## config.mk

```make
export PLATFORM = sky130hd
export DESIGN_NAME = tps_arbiter_flat
export DESIGN_NICKNAME = d
export VERILOG_FILES = /design/src/logic/tps_pkg.sv /design/src/logic/tps_link_if.sv /design/src/logic/tps_arbiter.sv /design/src/flat_wrapper.sv
export VERILOG_INCLUDE_DIRS = /design/src /design/src/logic
export SDC_FILE = /design/constraint.sdc
export NUM_CORES = 1
export LEC_CHECK = 0
export ABC_CLOCK_PERIOD_IN_PS = 1300
export BUFFER_PORTS_ARGS = -buffer_cell sky130_fd_sc_hd__buf_2
export CAP_MARGIN = 0
export CORE_UTILIZATION = 40
export DETAILED_ROUTE_END_ITERATION = 7
export PLACE_DENSITY = 0.74
export SLEW_MARGIN = 0
export SYNTH_ARGS = -nofsm -noshare
export SYNTH_HDL_FRONTEND = slang
export SYNTH_SLANG_ARGS = --single-unit
export TNS_END_PERCENT = 20
```

## constraint.sdc

```tcl
create_clock -name sys_clk -period 1.3 [get_ports sys_clk]
set_input_delay 0 -clock sys_clk [delete_from_list [all_inputs] [get_ports sys_clk]]
set_output_delay 0 -clock sys_clk [all_outputs]
set_load 0.02 [all_outputs]
```

## src/logic/tps_consts.svh

```systemverilog
// constants of the tristate pin share arbiter
`ifndef TPS_CONSTS_SVH
`define TPS_CONSTS_SVH
`define TPS_NUM_REQ 2
`define TPS_ADDR_W 16
`define TPS_DATA_W 16
`define TPS_NARROW_ADDR_W 12
`define TPS_GRANT_HOLD_CYC 1
`define TPS_MIN_ACCESS_CYC 2
`endif

```

## src/logic/tps_pkg.sv

```systemverilog
// types of the tristate pin share arbiter
`include "tps_consts.svh"
package tps_pkg;
  typedef logic [`TPS_NUM_REQ-1:0] tps_req_vec_t;
  typedef logic [`TPS_ADDR_W-1:0] tps_addr_t;
  typedef logic [`TPS_DATA_W-1:0] tps_data_t;
  typedef enum logic [1:0]
  {
    TPS_REQ_IDLE = 2'h0,
    TPS_REQ_WAIT = 2'h1,
    TPS_REQ_OWN = 2'h3
  } tps_req_state_t;
endpackage

```

## src/logic/tps_link_if.sv

```systemverilog
// conduit between one requester and the arbiter
`timescale 1ns/100ps
interface tps_link_if;
  import tps_pkg::*;
  logic request;
  logic grant;
  tps_addr_t addr_out;
  tps_data_t data_out;
  logic data_outen;
  logic read_out;
  logic write_out;
  tps_data_t data_in;
  logic chipsel_out;
  modport requester
  (
    output request, addr_out, data_out, data_outen, read_out, write_out, chipsel_out,
    input grant, data_in
  );
  modport arbiter
  (
    input request, addr_out, data_out, data_outen, read_out, write_out, chipsel_out,
    output grant, data_in
  );
endinterface

```

## src/logic/tps_arbiter.sv

```systemverilog
// pin share arbiter: the device end
`timescale 1ns/100ps
//////////////////////////////////////////////////////////////////////////////
// What this block does
// - request with grant low asks now
// - request under grant asks next cycle
// - request may rise right after access
// - request held until grant; two-cycle minimum
// - grant on request, held one cycle past drop
// - only granted requester uses shared pins
// - data valid in first granted cycle
// - input part to requester, output part outward
// - optional output enable steers pin drive
// - narrower bus aligned on bit zero, upper zero
// - own request/grant each; shared merged; rest passed
// - everything on one common clock
module tps_arbiter
(
  // clock and reset
  input wire logic sys_clk,
  input wire logic rst_b,
  // requester ports
  tps_link_if.arbiter lnk0,
  tps_link_if.arbiter lnk1,
  // shared pins
  output tps_pkg::tps_addr_t pin_addr,
  output tps_pkg::tps_data_t pin_data_o,
  output logic pin_data_oe,
  input wire tps_pkg::tps_data_t pin_data_i,
  output logic pin_read,
  output logic pin_write,
  // unshared pins
  output logic pin_chipsel0,
  output logic pin_chipsel1
);
  import tps_pkg::*;

  tps_req_vec_t req;
  tps_req_vec_t grant_q;
  tps_req_vec_t grant_d;
  logic last_q;
  tps_data_t din_s_q;
  tps_data_t din_q;
  logic owner_is1;

  assign req = {lnk1.request, lnk0.request};
  assign lnk0.grant = grant_q[0];
  assign lnk1.grant = grant_q[1];
  assign lnk0.data_in = din_q;
  assign lnk1.data_in = din_q;

  //////////////////////////////////////////////////////////////////////////////
  // grant: stays while request high, drops a cycle after request falls
  always_comb
  begin
    grant_d = grant_q;
    if (grant_q[0] && !req[0])
      grant_d = '0;
    else if (grant_q[1] && !req[1])
      grant_d = '0;
    else if (grant_q == '0)
    begin
      // round robin: favour the one that did not own last
      if (req[0] && req[1])
        grant_d = last_q ? 2'h1 : 2'h2;
      else
        grant_d = req;
    end
  end

  always_ff @(posedge sys_clk)
  begin
    if (!rst_b)
      grant_q <= '0;
    else
      grant_q <= grant_d;
  end

  always_ff @(posedge sys_clk)
  begin
    if (!rst_b)
      last_q <= 1'b1;
    else if (grant_d != '0)
      last_q <= grant_d[1];
  end

  //////////////////////////////////////////////////////////////////////////////
  // shared pin mux, registered; enable follows grant_d so pins act in cycle of grant
  assign owner_is1 = grant_d[1];

  always_ff @(posedge sys_clk)
  begin
    if (!rst_b || grant_d == '0)
    begin
      pin_addr <= '0;
      pin_data_o <= '0;
      pin_data_oe <= 1'b0;
      pin_read <= 1'b0;
      pin_write <= 1'b0;
    end
    else if (owner_is1)
    begin
      // requester 1 has a narrow address
      pin_addr <= {{(`TPS_ADDR_W-`TPS_NARROW_ADDR_W){1'b0}},
        lnk1.addr_out[`TPS_NARROW_ADDR_W-1:0]};
      pin_data_o <= lnk1.data_out;
      pin_data_oe <= lnk1.data_outen;
      pin_read <= lnk1.read_out;
      pin_write <= lnk1.write_out;
    end
    else
    begin
      pin_addr <= lnk0.addr_out;
      pin_data_o <= lnk0.data_out;
      pin_data_oe <= lnk0.data_outen;
      pin_read <= lnk0.read_out;
      pin_write <= lnk0.write_out;
    end
  end

  // pin input passes two stages before the requesters see it
  always_ff @(posedge sys_clk)
  begin
    if (!rst_b)
    begin
      din_s_q <= '0;
      din_q <= '0;
    end
    else
    begin
      din_s_q <= pin_data_i;
      din_q <= din_s_q;
    end
  end

  always_ff @(posedge sys_clk)
  begin
    if (!rst_b)
    begin
      pin_chipsel0 <= 1'b0;
      pin_chipsel1 <= 1'b0;
    end
    else
    begin
      pin_chipsel0 <= lnk0.chipsel_out;
      pin_chipsel1 <= lnk1.chipsel_out;
    end
  end
endmodule // tps_arbiter

```

## src/flat_wrapper.sv

```systemverilog
// flat-port wrapper written by rule: the top's interface ports become plain ports
module tps_arbiter_flat import tps_pkg::*;
  (sys_clk, rst_b, pin_addr, pin_data_o, pin_data_oe, pin_data_i, pin_read, pin_write, pin_chipsel0, pin_chipsel1, lnk0_request, lnk0_addr_out, lnk0_data_out, lnk0_data_outen, lnk0_read_out, lnk0_write_out, lnk0_chipsel_out, lnk0_grant, lnk0_data_in, lnk1_request, lnk1_addr_out, lnk1_data_out, lnk1_data_outen, lnk1_read_out, lnk1_write_out, lnk1_chipsel_out, lnk1_grant, lnk1_data_in);
  tps_link_if lnk0_i ();
  tps_link_if lnk1_i ();
  input wire logic sys_clk;
  input wire logic rst_b;
  output tps_pkg::tps_addr_t pin_addr;
  output tps_pkg::tps_data_t pin_data_o;
  output logic pin_data_oe;
  input wire tps_pkg::tps_data_t pin_data_i;
  output logic pin_read;
  output logic pin_write;
  output logic pin_chipsel0;
  output logic pin_chipsel1;
  input wire logic [$bits(lnk0_i.request)-1:0] lnk0_request;
  input wire logic [$bits(lnk0_i.addr_out)-1:0] lnk0_addr_out;
  input wire logic [$bits(lnk0_i.data_out)-1:0] lnk0_data_out;
  input wire logic [$bits(lnk0_i.data_outen)-1:0] lnk0_data_outen;
  input wire logic [$bits(lnk0_i.read_out)-1:0] lnk0_read_out;
  input wire logic [$bits(lnk0_i.write_out)-1:0] lnk0_write_out;
  input wire logic [$bits(lnk0_i.chipsel_out)-1:0] lnk0_chipsel_out;
  output wire logic [$bits(lnk0_i.grant)-1:0] lnk0_grant;
  output wire logic [$bits(lnk0_i.data_in)-1:0] lnk0_data_in;
  input wire logic [$bits(lnk1_i.request)-1:0] lnk1_request;
  input wire logic [$bits(lnk1_i.addr_out)-1:0] lnk1_addr_out;
  input wire logic [$bits(lnk1_i.data_out)-1:0] lnk1_data_out;
  input wire logic [$bits(lnk1_i.data_outen)-1:0] lnk1_data_outen;
  input wire logic [$bits(lnk1_i.read_out)-1:0] lnk1_read_out;
  input wire logic [$bits(lnk1_i.write_out)-1:0] lnk1_write_out;
  input wire logic [$bits(lnk1_i.chipsel_out)-1:0] lnk1_chipsel_out;
  output wire logic [$bits(lnk1_i.grant)-1:0] lnk1_grant;
  output wire logic [$bits(lnk1_i.data_in)-1:0] lnk1_data_in;
  assign lnk0_i.request = lnk0_request;
  assign lnk0_i.addr_out = lnk0_addr_out;
  assign lnk0_i.data_out = lnk0_data_out;
  assign lnk0_i.data_outen = lnk0_data_outen;
  assign lnk0_i.read_out = lnk0_read_out;
  assign lnk0_i.write_out = lnk0_write_out;
  assign lnk0_i.chipsel_out = lnk0_chipsel_out;
  assign lnk0_grant = lnk0_i.grant;
  assign lnk0_data_in = lnk0_i.data_in;
  assign lnk1_i.request = lnk1_request;
  assign lnk1_i.addr_out = lnk1_addr_out;
  assign lnk1_i.data_out = lnk1_data_out;
  assign lnk1_i.data_outen = lnk1_data_outen;
  assign lnk1_i.read_out = lnk1_read_out;
  assign lnk1_i.write_out = lnk1_write_out;
  assign lnk1_i.chipsel_out = lnk1_chipsel_out;
  assign lnk1_grant = lnk1_i.grant;
  assign lnk1_data_in = lnk1_i.data_in;
  tps_arbiter u_core (.sys_clk(sys_clk), .rst_b(rst_b), .lnk0(lnk0_i), .lnk1(lnk1_i), .pin_addr(pin_addr), .pin_data_o(pin_data_o), .pin_data_oe(pin_data_oe), .pin_data_i(pin_data_i), .pin_read(pin_read), .pin_write(pin_write), .pin_chipsel0(pin_chipsel0), .pin_chipsel1(pin_chipsel1));
endmodule
```

==> run_results.csv <==
group,metric,value,unit
status,status,"finished, violations left",
status,violations,"negative setup slack",
floorplan,die_x,87.2,µm
global_routing,antenna_found_initial,0,
sta,setup_viol,1,
sta,slew_violations,0,
worst_setup_path,critical_path.top_delay_family,"compound AO/OA/AOI/OAI gates",
logic_synthesis,synth_area_leaders,"dfxtp_1 50%, o211ai_1 16%, a211oi_2 8.6%",
final_layout,fillers,549,
logic_synthesis,synthAdderAreaFrac,0,%
final_layout,syn_to_final_growth,68.7,%
place,place_ws,-316,ps
final_layout,final_cell_mix,"158 x buf_2, 85 x dlygate4sd3_1, 70 x dfxtp_1, 63 x o211ai_1, 38 x and2_1",
logic_synthesis,muxShareOfSynthArea,0,%
final_layout,final_common_cell,"buf_2",
worst_setup_path,critPathLaunchType,"flop",
clocking,root_buffer,"clkbuf_8",
sta,fin_skew,11.1,ps
worst_setup_path,crit_slowest_cell,"a211oi_1",
final_layout,layout.nets,593,
worst_setup_path,cp_num_buf_inv,2,
clocking,cts_sinks,72,
global_routing,globalRouteOverflowTotal,0,
routing,drt-initial-drc-count,142,
worst_setup_path,critPathKind,"reg2reg",
logic_synthesis,ys_ff_latch,72,
logic_synthesis,syn_area,2900,µm²
logic_synthesis,synth_top_family_by_area,"compound AO/OA/AOI/OAI gates",
sta,fin_ws,-65.8,ps
final_layout,post-route-cell-area,4890,µm²
global_routing,grt_pass1_vias,3011,
routing,drc,0,
routing,vias_per_cell,5.13,
floorplan,core_area,6910,µm²
power_and_ir_drop,leakagePower,2.19,nW
power_and_ir_drop,peakVddDrop,575,µV
routing,vias,3085,
logic_synthesis,yosys.area_share.simple,9.96,%
sta,min_period,1370,ps
global_routing,grt_max_degree,35,
logic_synthesis,yosys.area.top_type_share,49.7,%
logic_synthesis,synth_compound_area_share,29.4,%
worst_setup_path,path_depth,5,
floorplan,start_util,42.0,%
clocking,clk_pin_slew,80,ps
global_routing,grt_usage,25.8,%
worst_setup_path,cp.required,1530,ps
floorplan,rows,30,
routing,wl,10.0,mm
worst_setup_path,crit_fanout,21,
logic_synthesis,synth_xor_xnor_area_share,0,%
worst_setup_path,critical_path_arrival,1600,ps
logic_synthesis,synthCells,271,
clocking,cts_buffer_depth,2,
worst_setup_path,endpoint_kind,"flop",
routing,wl_per_cell,16.7,µm
logic_synthesis,synth.yosys.warnings,0,
final_layout,n_antenna_cell,0,
hold_path,min-delay-path-class,"in2reg",
place,dpl.hpwl,5.14,mm
sta,period_share,105,%
floorplan,die_h,87.2,µm
sta,fmax,732,MHz
clocking,clock_latency,350,ps
sta,timing.slew.headroom,78.6,%
sta,tightest_slew,320,ps
clocking,htreeDepth,3,
final_layout,drive_gt1_share,44.8,%
routing,drtPass1Iterations,5,
logic_synthesis,yosysUniqueCellTypes,20,
place,post_dp_cell_area,3720,µm²
place,gp_congestion,0.784,
worst_setup_path,max_stage_delay,340,ps
logic_synthesis,syn_area_per_cell,10.7,µm²
sta,holdWs,44.6,ps
routing,drtAntennaViolNets,0,
floorplan,pin_count,163,
sta,rsz0062_at_grt,"true",
power_and_ir_drop,p_per_area,1140,nW/µm²
logic_synthesis,synth_nets,363,
worst_setup_path,path_cells,"buf_4, nand3_1, buf_12, o211ai_1, a211oi_1",
global_routing,grt_pass1_wl,14.8,mm
sta,hold_violations,0,
place,io_buffers,158,
clocking,numCtsBuffers,9,
worst_setup_path,r2r_cells,5,
floorplan,die_area,7600,µm²
clocking,cts_tree,"yes",
hold_path,min_path_cells,4,
logic_synthesis,ys_seq_area_share,49.7,%
job,cap_viol_max_count,0,
logic_synthesis,synth_top_cell_by_area,"dfxtp_1",
[cells by family (layout without fill, tap and decap cells)]
kind of cell | count (synthesis) | in the layout
compound gates | 101 | 102
buf+inv | 50 | 283
flops | 72 | 72
simple gates | 48 | 48
[synthesized netlist by cell type]
master	count
nand2_1	2
nand2b_1	2
dfxtp_1	72
o21ai_0	2
o211ai_1	63
inv_1	3
o311a_1	1
a21o_1	1
nand3_1	1
a21oi_2	1
a211oi_2	20
nor2b_1	1
nor2_1	2
a21oi_1	2
clkbuf_1	10
buf_4	19
a211oi_1	11
and2_1	40
buf_6	6
buf_2	12
[repair_timing]
action / CTS / global route
buffers inserted: 0 / 2
cloned: 0 / 1
hold buffers: 85 / 0
gates resized for setup: 1 / 15
endpoints found under the setup margin: 31 / 31
pin swaps: 1 / 7
hold endpoints to repair: 55 / 0
[routing by layer]
| layer | global-route usage [%] | vias up | share of wire (%) |
|---|---|---|---|
| met4 | 13.1 | 0 | 4.0 |
| met2 | 45.1 | 177 | 52 |
| met3 | 7.01 | 38 | 7.1 |
| li1 | - | 1437 | - |
| met5 | 0 | - | 0 |
| met1 | 28.7 | 1433 | 37 |
[tightest hold or removal path: stages]
cell     delay [ps]
buf_2           110
buf_4           150
nand2_1          60
a21oi_1          40
[path summary, 6_finish.rpt]
path                 startpoint                 endpoint  slack, ps
max           u_core.grant_q[1]     u_core.pin_data_o[2]        -70
min                lnk0_request        u_core.grant_q[0]         40
max reg2reg   u_core.grant_q[1]     u_core.pin_data_o[2]        -70
min reg2reg  u_core.din_s_q[10]  u_core.lnk0.data_in[10]        440
[layout make-up]
cell class | count | area, µm² | share of cell area (%)
inverter | 3 | 11.3 | 0.230
timing repair buffer | 265 | 1900 | 38.8
clock buffer | 10 | 138 | 2.81
multi-input combinational | 150 | 1200 | 24.5
tap | 96 | 120 | 2.45
sequential | 72 | 1440 | 29.5
clock inverter | 5 | 81.3 | 1.66
[report_power, final]
part | total [W] | internal (W) | leakage [nW] | switching [W]
sequential | 0.00238 | 0.00234 | 0.595 | 0.0000426
clock | 0.00198 | 0.00112 | 0.108 | 0.000854
combinational | 0.00120 | 0.000589 | 1.48 | 0.000616
total | 0.00556 | 0.00405 | 2.19 | 0.00151
[stage by stage]
step / total power [W] / setup TNS (ps) / instances / util (%)
floorplan: 0.00300 / 0 / 271 / -
global placement: 0.00332 / -7040 / 498 / 53.8
detailed placement: 0.00334 / -8190 / 498 / 53.8
CTS: 0.00549 / -8070 / 598 / 69.3
global route: 0.00577 / -213 / 601 / 70.9
finish: 0.00556 / -65.8 / 601 / 70.9
[state kept, by name, indices dropped and copies added, names as in the netlist, 2 cells and up]
name,cells
u_core.din_s_q,16
u_core.lnk0.data_in,16
u_core.grant_q,2
u_core.pin_addr,16
u_core.pin_data_o,16
Note: power is estimated with default switching activity, not from simulation.
